## src/hdl/cdcal_pkg.sv

```systemverilog
// Purpose: Shared constants and types of the coarse delay calibration block.
// Assumes: One 200 MHz clock, APB register access.
// Notes:   Positions are in 1/32 cycle units within a 70-cycle period.
package cdcal_pkg;
   // ==========================================================
   // Sizes and arithmetic constants
   localparam int              NCH           = 12;
   localparam int              VALID_BIT     = 13;
   localparam int              CYC_SHIFT     = 5;
   localparam int              OUT_W         = 9;
   localparam int              RANGE_CYCLES  = 16;
   localparam int              ABORT_CYCLES  = 8192;
   localparam logic [12:0]     POS_MAX       = 13'h08BF;
   localparam logic [12:0]     PERIOD        = 13'h08C0;
   localparam logic [12:0]     NEG_BASE      = 13'h0C80;
   localparam logic [12:0]     STEP          = 13'h0020;
   localparam logic [12:0]     LOW_MASK      = 13'h001F;
   localparam logic [12:0]     RANGE_LIMIT   = 13'(RANGE_CYCLES * 32);
   localparam logic [13:0]     MEM_RESET     = 14'h1000;
   localparam int              TX_GAP        = 3;
   // ==========================================================
   // Register map (byte addresses)
   localparam logic [7:0]      CTRL_OFF      = 8'h00;
   localparam logic [7:0]      OFFSET_OFF    = 8'h04;
   localparam logic [7:0]      STATUS_OFF    = 8'h08;
   localparam logic [7:0]      IRQ_STAT_OFF  = 8'h0C;
   localparam logic [7:0]      IRQ_EN_OFF    = 8'h10;
   localparam logic [7:0]      IRQ_CLR_OFF   = 8'h14;
   localparam logic [1:0]      MEM_PAGE      = 2'h1;
   localparam int              START_BIT     = 0;
   localparam int              CONT_BIT      = 1;
   localparam int              IRQ_HALT      = 0;
   localparam int              IRQ_DONE      = 1;
   localparam int              IRQ_ABORT     = 2;
   localparam logic [11:0]     OFFSET_RESET  = 12'h000;
   // ==========================================================
   // Types
   typedef enum logic [2:0] {
      CDCAL_IDLE, CDCAL_FINE, CDCAL_HALT, CDCAL_PREP,
      CDCAL_NORM, CDCAL_SEARCH, CDCAL_SEND
   } cdcal_state_e;
   typedef enum logic [1:0] {TX_IDLE, TX_CHECK, TX_GAP_ST} cdcal_tx_e;
endpackage

```

## src/hdl/cdcal_dly_if.sv

```systemverilog
// Purpose: Carries final delays from the calibration core to the sender.
// Assumes: Both ends on pclk.
// Notes:   go is a one-cycle pulse; values and mask hold until done.
`timescale 1ns/1ps
interface cdcal_dly_if;
   import cdcal_pkg::*;
   logic                go;
   logic [NCH-1:0]      mask;
   logic [OUT_W-1:0]    value [NCH];
   logic                done;
   modport ctrl (output go, output mask, output value, input done);
   modport xmit (input go, input mask, input value, output done);
endinterface

```

## src/hdl/cdcal_core.sv

```systemverilog
// Purpose: Coarse delay calibration: position memory, APB registers,
//          automatic coarse search and delay hand-off.
// Assumes: Fine-pass logic on pclk feeds fine_wr / fine_done.
// Notes:   Memory is reachable over APB only while idle or halted.
`timescale 1ns/1ps
// Summary of operation
// Positions 0..2239; top bits give cycle index
// Aligned delays must fit a 16-cycle window
// Fine pass stores twelve-bit positions, twelve entries
// After fine pass, continue or halt per flag
// Halted: host reads and rewrites position memory
// Host starts all devices in same cycle
// First step: value becomes 3200 minus position
// Add sample offset, then XOR with 31
// Subtract 32 with wrap until aligned
// Send low nine bits to delay chips
// Bit 13 clear: entry ignored by search
// Host should preload entries with 4096
// Abort after 8192 cycles, send nothing
// Host loads sample offset by dedicated command
// Status shows last run succeeded or aborted
module cdcal_core
   import cdcal_pkg::*;
#(
   parameter int ABORT_LIMIT = ABORT_CYCLES
) (
   // Clock and reset.
   input  wire logic              pclk,
   input  wire logic              presetn,
   // APB slave.
   input  wire logic              psel,
   input  wire logic              penable,
   input  wire logic              pwrite,
   input  wire logic [7:0]        paddr,
   input  wire logic [31:0]       pwdata,
   output logic [31:0]            prdata,
   output logic                   pready,
   output logic                   pslverr,
   // Fine-pass side.
   output logic                   fine_start,
   input  wire logic              fine_wr,
   input  wire logic [3:0]        fine_chan,
   input  wire logic [11:0]       fine_pos,
   input  wire logic              fine_done,
   // Delay chip pins.
   output logic                   dly_strobe,
   output logic [3:0]             dly_chan,
   output logic [cdcal_pkg::OUT_W-1:0] dly_value,
   input  wire logic              dly_busy,
   // Interrupt.
   output logic                   irq
);
   import cdcal_pkg::*;

   // ==========================================================
   // State
   cdcal_state_e     st_r;
   logic [13:0]      mem_r   [NCH];
   logic [12:0]      work_r  [NCH];
   logic [NCH-1:0]   valid_r;
   logic [13:0]      cnt_r;
   logic             cont_r;
   logic [11:0]      offset_r;
   logic             start_r;
   logic             last_ok_r;
   logic             last_abort_r;
   logic [2:0]       irq_stat_r;
   logic [2:0]       irq_en_r;
   logic [2:0]       irq_set;
   logic [2:0]       irq_clr;

   cdcal_dly_if      dl ();

   // ==========================================================
   // APB decode
   logic             acc_wr;
   logic             mem_sel;
   logic [3:0]       mem_idx;
   logic             mem_open;
   logic             reg_hit;

   assign acc_wr   = psel & penable & pready & pwrite;
   assign mem_idx  = paddr[5:2];
   assign mem_sel  = (paddr[7:6] == MEM_PAGE) && (paddr[1:0] == 2'h0)
                     && (mem_idx < 4'(NCH));
   assign mem_open = (st_r == CDCAL_IDLE) || (st_r == CDCAL_HALT);
   assign reg_hit  = (paddr == CTRL_OFF) || (paddr == OFFSET_OFF)
                     || (paddr == STATUS_OFF) || (paddr == IRQ_STAT_OFF)
                     || (paddr == IRQ_EN_OFF) || (paddr == IRQ_CLR_OFF)
                     || mem_sel;

   // Answer is prepared in the setup cycle, so every access has no wait.
   // Only unmapped addresses raise pslverr; refused writes are
   // dropped quietly and refused memory reads return zero.
   always_ff @(posedge pclk or negedge presetn) begin
      if (!presetn) begin
         pready  <= 1'b0;
         pslverr <= 1'b0;
         prdata  <= 32'h0000_0000;
      end else begin
         pready  <= psel & ~penable & ~pready;
         pslverr <= psel & ~penable & ~pready & ~reg_hit;
         if (psel & ~penable & ~pready) begin
            prdata <= 32'h0000_0000;
            if (!pwrite) begin
               case (paddr)
                  CTRL_OFF:     prdata <= {30'h0, cont_r, 1'b0};
                  OFFSET_OFF:   prdata <= {20'h0, offset_r};
                  STATUS_OFF:   prdata <= {26'h0, last_abort_r, last_ok_r,
                                          1'b0, st_r};
                  IRQ_STAT_OFF: prdata <= {29'h0, irq_stat_r};
                  IRQ_EN_OFF:   prdata <= {29'h0, irq_en_r};
                  default: begin
                     if (mem_sel && mem_open) begin
                        // Word plus the cycle index of its position.
                        prdata <= {9'h0,
                                   7'(mem_r[mem_idx][11:0] >> CYC_SHIFT),
                                   2'h0, mem_r[mem_idx]};
                     end
                  end
               endcase
            end
         end
      end
   end

   // ==========================================================
   // Control registers
   always_ff @(posedge pclk or negedge presetn) begin
      if (!presetn) begin
         cont_r   <= 1'b0;
         offset_r <= OFFSET_RESET;
         start_r  <= 1'b0;
         irq_en_r <= 3'h0;
      end else begin
         // Start is a pulse; the sequencer takes it only when idle
         // or halted, so a stray write cannot restart a run.
         start_r <= 1'b0;
         if (acc_wr && paddr == CTRL_OFF) begin
            cont_r  <= pwdata[CONT_BIT];
            start_r <= pwdata[START_BIT];
         end
         if (acc_wr && paddr == OFFSET_OFF && mem_open) begin
            offset_r <= pwdata[11:0];
         end
         if (acc_wr && paddr == IRQ_EN_OFF) begin
            irq_en_r <= pwdata[2:0];
         end
      end
   end

   // ==========================================================
   // Interrupts: a set in the same cycle as a clear wins.
   // The output uses the next status value, so irq moves in the
   // same cycle as the status bit.
   assign irq_clr = (acc_wr && paddr == IRQ_CLR_OFF) ? pwdata[2:0] : 3'h0;

   always_ff @(posedge pclk or negedge presetn) begin
      if (!presetn) begin
         irq_stat_r <= 3'h0;
         irq        <= 1'b0;
      end else begin
         irq_stat_r <= (irq_stat_r & ~irq_clr) | irq_set;
         irq        <= |(((irq_stat_r & ~irq_clr) | irq_set) & irq_en_r);
      end
   end

   // ==========================================================
   // Position memory
   // The fine pass writes only in FINE and the bus only when
   // idle or halted, so the two writers never meet.
   always_ff @(posedge pclk or negedge presetn) begin
      if (!presetn) begin
         for (int i = 0; i < NCH; i++) begin
            mem_r[i] <= MEM_RESET;
         end
      end else if (st_r == CDCAL_FINE) begin
         if (fine_wr && fine_chan < 4'(NCH)) begin
            // Out-of-range positions are stored but flagged unusable.
            mem_r[fine_chan] <= {mem_r[fine_chan][VALID_BIT]
                                 & ({1'b0, fine_pos} <= POS_MAX),
                                 1'b0, fine_pos};
         end
      end else if (acc_wr && mem_sel && mem_open) begin
         mem_r[mem_idx] <= pwdata[13:0];
      end
   end

   // ==========================================================
   // Per-channel arithmetic
   // Each value becomes (3200 - pos + offset) with its low five
   // bits inverted, is folded into one period, then stepped down
   // one cycle at a time. Invalid entries are not folded; they are
   // stepped as well but never decide when the search stops.
   logic [NCH-1:0]   zero_hit;
   logic [NCH-1:0]   in_range;
   logic [NCH-1:0]   over;
   logic [12:0]      prep_v [NCH];
   logic [12:0]      norm_v [NCH];
   logic [12:0]      step_v [NCH];

   for (genvar g = 0; g < NCH; g++) begin : g_ch
      assign prep_v[g]   = (13'(NEG_BASE - {1'b0, mem_r[g][11:0]})
                            + {1'b0, offset_r}) ^ LOW_MASK;
      assign over[g]     = valid_r[g] && (work_r[g] > POS_MAX);
      assign norm_v[g]   = over[g] ? work_r[g] - PERIOD : work_r[g];
      assign step_v[g]   = (work_r[g] < STEP) ? work_r[g] + PERIOD - STEP
                                              : work_r[g] - STEP;
      assign zero_hit[g] = valid_r[g] && (work_r[g] == 13'h0000);
      assign in_range[g] = !valid_r[g] || (work_r[g] < RANGE_LIMIT);
      assign dl.value[g] = work_r[g][OUT_W-1:0];
   end

   assign dl.mask = valid_r;

   // ==========================================================
   // Sequencer
   // The counter runs while folding or searching, so the limit
   // covers the whole search. With no valid entry the run gives
   // up at once.
   logic solved;
   logic timeout;

   assign solved  = (|zero_hit) && (&in_range);
   assign timeout = (cnt_r == 14'(ABORT_LIMIT - 1));

   always_comb begin
      irq_set = 3'h0;
      if (st_r == CDCAL_FINE && fine_done && !cont_r) begin
         irq_set[IRQ_HALT] = 1'b1;
      end
      if (st_r == CDCAL_SEND && dl.done) begin
         irq_set[IRQ_DONE] = 1'b1;
      end
      if ((st_r == CDCAL_PREP && mem_valid_none()) ||
          ((st_r == CDCAL_NORM || st_r == CDCAL_SEARCH) && timeout && !solved)) begin
         irq_set[IRQ_ABORT] = 1'b1;
      end
   end

   function automatic logic mem_valid_none();
      logic any;
      any = 1'b0;
      for (int i = 0; i < NCH; i++) begin
         any = any | mem_r[i][VALID_BIT];
      end
      return !any;
   endfunction

   always_ff @(posedge pclk or negedge presetn) begin
      if (!presetn) begin
         st_r         <= CDCAL_IDLE;
         cnt_r        <= 14'h0000;
         valid_r      <= '0;
         last_ok_r    <= 1'b0;
         last_abort_r <= 1'b0;
         fine_start   <= 1'b0;
         dl.go        <= 1'b0;
         for (int i = 0; i < NCH; i++) begin
            work_r[i] <= 13'h0000;
         end
      end else begin
         fine_start <= 1'b0;
         dl.go      <= 1'b0;
         if (st_r == CDCAL_NORM || st_r == CDCAL_SEARCH) begin
            cnt_r <= cnt_r + 14'h0001;
         end
         case (st_r)
            CDCAL_IDLE, CDCAL_HALT: begin
               if (start_r) begin
                  fine_start <= 1'b1;
                  st_r       <= CDCAL_FINE;
               end
            end
            CDCAL_FINE: begin
               if (fine_done) begin
                  st_r <= cont_r ? CDCAL_PREP : CDCAL_HALT;
               end
            end
            CDCAL_PREP: begin
               cnt_r <= 14'h0000;
               for (int i = 0; i < NCH; i++) begin
                  valid_r[i] <= mem_r[i][VALID_BIT];
                  work_r[i]  <= prep_v[i];
               end
               if (mem_valid_none()) begin
                  last_ok_r    <= 1'b0;
                  last_abort_r <= 1'b1;
                  st_r         <= CDCAL_IDLE;
               end else begin
                  st_r <= CDCAL_NORM;
               end
            end
            CDCAL_NORM: begin
               // Bring every valid value into one period before stepping.
               for (int i = 0; i < NCH; i++) begin
                  work_r[i] <= norm_v[i];
               end
               if (timeout) begin
                  last_ok_r    <= 1'b0;
                  last_abort_r <= 1'b1;
                  st_r         <= CDCAL_IDLE;
               end else if (!(|over)) begin
                  st_r <= CDCAL_SEARCH;
               end
            end
            CDCAL_SEARCH: begin
               if (solved) begin
                  dl.go <= 1'b1;
                  st_r  <= CDCAL_SEND;
               end else if (timeout) begin
                  last_ok_r    <= 1'b0;
                  last_abort_r <= 1'b1;
                  st_r         <= CDCAL_IDLE;
               end else begin
                  for (int i = 0; i < NCH; i++) begin
                     work_r[i] <= step_v[i];
                  end
               end
            end
            CDCAL_SEND: begin
               if (dl.done) begin
                  last_ok_r    <= 1'b1;
                  last_abort_r <= 1'b0;
                  st_r         <= CDCAL_IDLE;
               end
            end
            default: st_r <= CDCAL_IDLE;
         endcase
      end
   end

   // ==========================================================
   // Delay chip sender
   // Channels are sent in order, invalid ones skipped; done comes
   // once the last channel is sent or skipped.
   cdcal_dly_tx u_tx (
      .pclk       (pclk),
      .presetn    (presetn),
      .dl         (dl.xmit),
      .dly_strobe (dly_strobe),
      .dly_chan   (dly_chan),
      .dly_value  (dly_value),
      .dly_busy   (dly_busy)
   );
endmodule // cdcal_core

```

## src/hdl/cdcal_dly_tx.sv

```systemverilog
// Purpose: Sends each valid channel's delay to the external delay chips.
// Assumes: dly_busy comes from a pin and is synchronised here.
// Notes:   A fixed gap after each strobe covers the synchroniser latency.
`timescale 1ns/1ps
module cdcal_dly_tx
   import cdcal_pkg::*;
(
   // Clock and reset.
   input  wire logic          pclk,
   input  wire logic          presetn,
   // Core side.
   cdcal_dly_if.xmit          dl,
   // Delay chip pins.
   output logic               dly_strobe,
   output logic [3:0]         dly_chan,
   output logic [OUT_W-1:0]   dly_value,
   input  wire logic          dly_busy
);
   // ==========================================================
   // Busy synchroniser and sequencer
   logic       busy_m_r, busy_s_r;
   cdcal_tx_e  st_r;
   logic [3:0] idx_r;
   logic [1:0] gap_r;

   always_ff @(posedge pclk or negedge presetn) begin
      if (!presetn) begin
         busy_m_r <= 1'b0;
         busy_s_r <= 1'b0;
      end else begin
         busy_m_r <= dly_busy;
         busy_s_r <= busy_m_r;
      end
   end

   always_ff @(posedge pclk or negedge presetn) begin
      if (!presetn) begin
         st_r       <= TX_IDLE;
         idx_r      <= 4'h0;
         gap_r      <= 2'h0;
         dly_strobe <= 1'b0;
         dly_chan   <= 4'h0;
         dly_value  <= '0;
         dl.done    <= 1'b0;
      end else begin
         dly_strobe <= 1'b0;
         dl.done    <= 1'b0;
         case (st_r)
            TX_IDLE: begin
               idx_r <= 4'h0;
               if (dl.go) begin
                  st_r <= TX_CHECK;
               end
            end
            TX_CHECK: begin
               if (!dl.mask[idx_r]) begin
                  if (idx_r == 4'(NCH - 1)) begin
                     dl.done <= 1'b1;
                     st_r    <= TX_IDLE;
                  end
                  idx_r <= idx_r + 4'h1;
               end else if (!busy_s_r) begin
                  dly_strobe <= 1'b1;
                  dly_chan   <= idx_r;
                  dly_value  <= dl.value[idx_r];
                  gap_r      <= 2'(TX_GAP);
                  st_r       <= TX_GAP_ST;
               end
            end
            TX_GAP_ST: begin
               if (gap_r != 2'h0) begin
                  gap_r <= gap_r - 2'h1;
               end else if (idx_r == 4'(NCH - 1)) begin
                  dl.done <= 1'b1;
                  st_r    <= TX_IDLE;
               end else begin
                  idx_r <= idx_r + 4'h1;
                  st_r  <= TX_CHECK;
               end
            end
            default: st_r <= TX_IDLE;
         endcase
      end
   end
endmodule // cdcal_dly_tx

```

## config.mk

```make
export PLATFORM = sky130hd
export DESIGN_NAME = cdcal_core
export DESIGN_NICKNAME = d
export VERILOG_FILES = /design/src/hdl/cdcal_pkg.sv /design/src/hdl/cdcal_dly_if.sv /design/src/hdl/cdcal_core.sv /design/src/hdl/cdcal_dly_tx.sv
export SDC_FILE = /design/constraint.sdc
export NUM_CORES = 2
export LEC_CHECK = 0
export ABC_AREA = 1
export BUFFER_PORTS_ARGS = -buffer_cell sky130_fd_sc_hd__clkbuf_2
export CORE_ASPECT_RATIO = 2
export CORE_MARGIN = 3
export CORE_UTILIZATION = 40
export CTS_BUF_LIST = sky130_fd_sc_hd__clkbuf_8
export CTS_CLUSTER_DIAMETER = 60
export DETAILED_ROUTE_END_ITERATION = 16
export PLACE_DENSITY = 0.6
export SYNTH_ARGS = -nofsm -noshare
export SYNTH_HDL_FRONTEND = slang
export SYNTH_SLANG_ARGS = --single-unit
```

## constraint.sdc

```tcl
create_clock -name pclk -period 7.5 [get_ports pclk]
set_input_delay 0.375 -clock pclk [delete_from_list [all_inputs] [get_ports pclk]]
set_output_delay 0.375 -clock pclk [all_outputs]
set_load 0.05 [all_outputs]
```

==> results by group <==
Clock tree
  • Total clock buffers created by CTS: 72
  • Level count of the clock H-tree: 3
  • Clock Path Buffers: 3
  • Clock root buffer: clkbuf_8
  • Clock tree from TritonCTS: built
  • Num Clock Sinks: 426
  • Clock latency reported for the late side of the worst-skew pair: 0.78 ns
  • Clock edge transition at the registers on the reported setup and hold paths: 0.07 ns

STA
  • Slew at the pin with the worst max-slew slack: 1.57 ns
  • Worst clock skew on the final layout: 0.0687 ns
  • Sum of negative setup slack: 0 ns
  • RSZ-0062 raised after global routing: no
  • Final setup violation count: 0
  • Max transition margin: -5.98%
  • Fmax: 260 MHz
  • Post-layout minimum cycle time: 3.85 ns
  • Final-report hold violation count: 0
  • Share of the cycle needed by the critical path after routing: 51.4%
  • Max-slew violation count: 2

Synth
  • Yosys Warn Count: 0
  • Fraction of post-synthesis cell area in the top cell type by area: 27.1%
  • Cell type contributing the most total cell area after synthesis: dfrtp_1
  • Number of standard cells after synthesis: 5,577
  • Netlist cell types: 65
  • Average footprint of a synthesized cell: 6.87 um2
  • Portion of the post-synthesis area used by sequential elements: 27.9%
  • Cell area after synthesis: 0.0383 mm2
  • EDFF count, synth: 0
  • Cells taking the most area after synthesis: dfrtp_1 (27%), nand2_1 (13%), ha_1 (12%)
  • Prevailing post-synth register cell: dfrtp_1
  • Number of synthesized register bits: 426
  • Proportion of register bits with asynchronous set or reset after synthesis: 100%

Drt
  • Via Count: 39,938
  • Via-per-instance ratio: 5.84
  • DR WL/cell: 23.4 um
  • Final ANT Viol Nets: 0
  • Initial DRC Count: 3,497
  • Total Routed Length: 160,000 um
  • Post-route DRC: 0
  • Number of detailed-route iterations in the first pass: 6

Min path
  • Number of instances on the worst hold path: 3
  • Destination of the worst hold path: mem_r[54]
  • Path category of the worst min-delay check: input pin to register
  • Source of the worst hold timing path: pwdata[12]

Pwr
  • LEAKAGE: 0.0207 uW
  • Power, Total: 15,900 uW
  • Worst vdd ir: 0.172 mV
  • Areal power density over the cells: 385 mW/mm2

GRT
  • Total global-route track usage: 31.4%
  • Global routing usage on met1: 34.8%
  • Wire length of the first global-routing pass: 237,000 um
  • Antenna violations before repair: 3
  • Maximum number of pins on one net before global-route repair: 126
  • Total congestion overflow after global routing: 0
  • Met3 capacity usage during global routing: 4.96%
  • Met2 Track Usage GR: 53.2%
  • Routing layer with the top usage in global route: met2
  • Vias in the first global route: 38,433

Setup path
  • Required time of the critical path: 8.17 ns
  • Maximum net fanout on the critical path: 78
  • Classification of the worst setup path: register to register
  • Crit end category: register
  • Reg2Reg Launch Point: work_r[155]
  • Critical Path Start Type: register
  • Reg-to-Reg End: work_r[102]
  • Reg2reg path depth: 12
  • R2R setup slack: 3.65 ns
  • Arr. time, crit path: 4.52 ns

Floorplan
  • Initial core utilization: 40.5%
  • Number of cell rows: 159
  • Total die area: 0.0997 mm2
  • Height of the chip: 444 um
  • Num ports: 114
  • Die Width: 225 um
  • Placeable core region: 0.0945 mm2

Final layout
  • Number of nets in the finished design: 6,031
  • Count of fill cells added during filler insertion: 9,957
  • Final standard cell area without fillers: 0.0413 mm2
  • Area Growth Syn to Fin: 7.85%
  • Fraction of layout instances using a drive strength above 1: 6.67%

Place
  • Port-buffer cells: 84
  • HPWL after detailed placement: 119,000 um
  • GPL Wtd Cong: 1.06
  • Post-detailed-placement cell area: 0.0396 mm2

Run status
  • Result of the run: finished, violations left
  • Violated checks: capacitance limit, slew limit

Run
  • Max cap viols: 1
-- how the worst max path moves through the flow --
stage | from | endpoint | slack (ns) | depth (start not counted)
2_1_floorplan | offset_r[1] | work_r[100] | 5.06 | 14
3_3_place_gp | work_r[155] | work_r[154] | 3.77 | 12
3_5_place_dp | work_r[155] | work_r[152] | 3.76 | 12
4_1_cts | work_r[155] | work_r[152] | 3.73 | 12
5_1_grt | dl.value[106] | work_r[102] | 3.60 | 13
6_report | work_r[155] | work_r[102] | 3.65 | 12
-- area by class of cell --
| class | count | area (um2) | share of cell area (%) |
|---|---|---|---|
| Timing Repair Buffer | 147 | 1020 | 2.46 |
| Sequential cell | 426 | 10700 | 25.8 |
| Clock buffer | 89 | 1220 | 2.97 |
| Multi-Input combinational cell | 4181 | 23700 | 57.5 |
| Inverter | 751 | 2820 | 6.83 |
| Clock inverter | 41 | 314 | 0.760 |
| Tap cell | 1207 | 1510 | 3.66 |
| Antenna cell | 2 | 5.00 | 0.0121 |
-- per-layer routing --
metal  part of all wire, %  up-vias
met5                0.0069        -
met1                    36    18832
li1                      -    18858
met4                   9.4        2
met2                    48     1729
met3                   6.7      517
-- cell usage after synthesis (13+ instances only) --
master / instances
a21boi_0: 13
a21oi_1: 282
a22oi_1: 41
a31oi_1: 42
buf_1: 14
buf_2: 68
buf_4: 31
clkbuf_1: 103
dfrtp_1: 414
ha_1: 376
inv_1: 722
inv_2: 25
nand2_1: 1331
nand3_1: 343
nand3_2: 15
nand4_1: 187
nor2_1: 395
nor2_2: 14
nor3_1: 63
o211ai_1: 33
o21ai_0: 495
o21ai_1: 56
o21bai_1: 36
o22ai_1: 219
xnor2_1: 23
xor2_1: 45
-- timing repair --
item | CTS | global route
hold buffers | 15 | 0
setup endpoints to repair | 0 | 0
gates resized for setup | 0 | 0
setup buffers | 0 | 0
endpoints found under the hold margin | 122 | 0
-- per-stage QoR --
step / setup slack, ns / hold WS, ns / instances / utilization [%]
3_5_place_dp: 3.76 / 0.348 / 6697 / 41.9
5_1_grt: 3.60 / 0.141 / 6843 / 43.7
2_1_floorplan: 5.06 / 0.0794 / 5587 / -
3_3_place_gp: 3.77 / 0.338 / 6697 / 41.9
4_1_cts: 3.73 / 0.0690 / 6842 / 43.7
6_report: 3.65 / 0.150 / 6844 / 43.7
-- critical path, cell delays in order (launching register included) --
cell and delay (ns):
dfrtp_1 0.43, inv_1 0.18, nand2_1 0.16, nor2_2 0.25
nor2_1 0.11, nor3_1 0.78, nand2_1 0.21, nor2_2 0.26
nand3_4 0.47, buf_12 0.40, nand3_2 0.25, nand2_1 0.07
nand2_1 0.06
-- placed cells by master (no fill, tap or decap), types with 14 or more instances in the layout --
master,netlist,layout
dfrtp_1,414,413
a31oi_1,42,42
inv_2,25,23
o21bai_1,36,36
inv_1,722,739
xnor2_1,23,23
dlygate4sd3_1,0,15
o21ai_1,56,56
a21oi_1,282,282
o21ai_0,495,495
a22oi_1,41,41
xor2_1,45,45
o211ai_1,33,33
nor2_1,395,395
buf_4,31,42
nand4_1,187,187
ha_1,376,376
clkbuf_8,0,89
nor3_1,63,63
nand2_1,1331,1331
o22ai_1,219,219
nand3_2,15,14
nand3_1,343,343
clkbuf_2,5,83
-- sequential cells by signal, summed over array words and instances, names as in the netlist, 9 cells and up --
signal	flops
mem_r	168
dl.value	108
work_r	48
prdata	21
cnt_r	14
dl.mask	12
offset_r	12
u_tx.dly_value	9
-- power breakdown --
part / total, uW / internal, uW / switching, uW / leakage (uW)
clock network: 2360 / 1220 / 1140 / 0.000856
registers: 4300 / 3210 / 1090 / 0.00499
logic: 9250 / 2840 / 6410 / 0.0148
total: 15900 / 7270 / 8640 / 0.0207
-- cell families (layout without fill, tap and decap cells) --
kind of cell / Yosys count / in the layout / synth area share, %
compound gates: 1307 / 1307 / 20.0
xor+xnor: 68 / 68 / 1.56
buf+inv: 980 / 1028 / 10.3
other cells: 1 / 13 / 0.00979
fa+ha+maj: 388 / 388 / 12.9
simple gates: 2407 / 2407 / 27.3
flops: 426 / 426 / 27.9
Power figures use the tool's default switching activity.
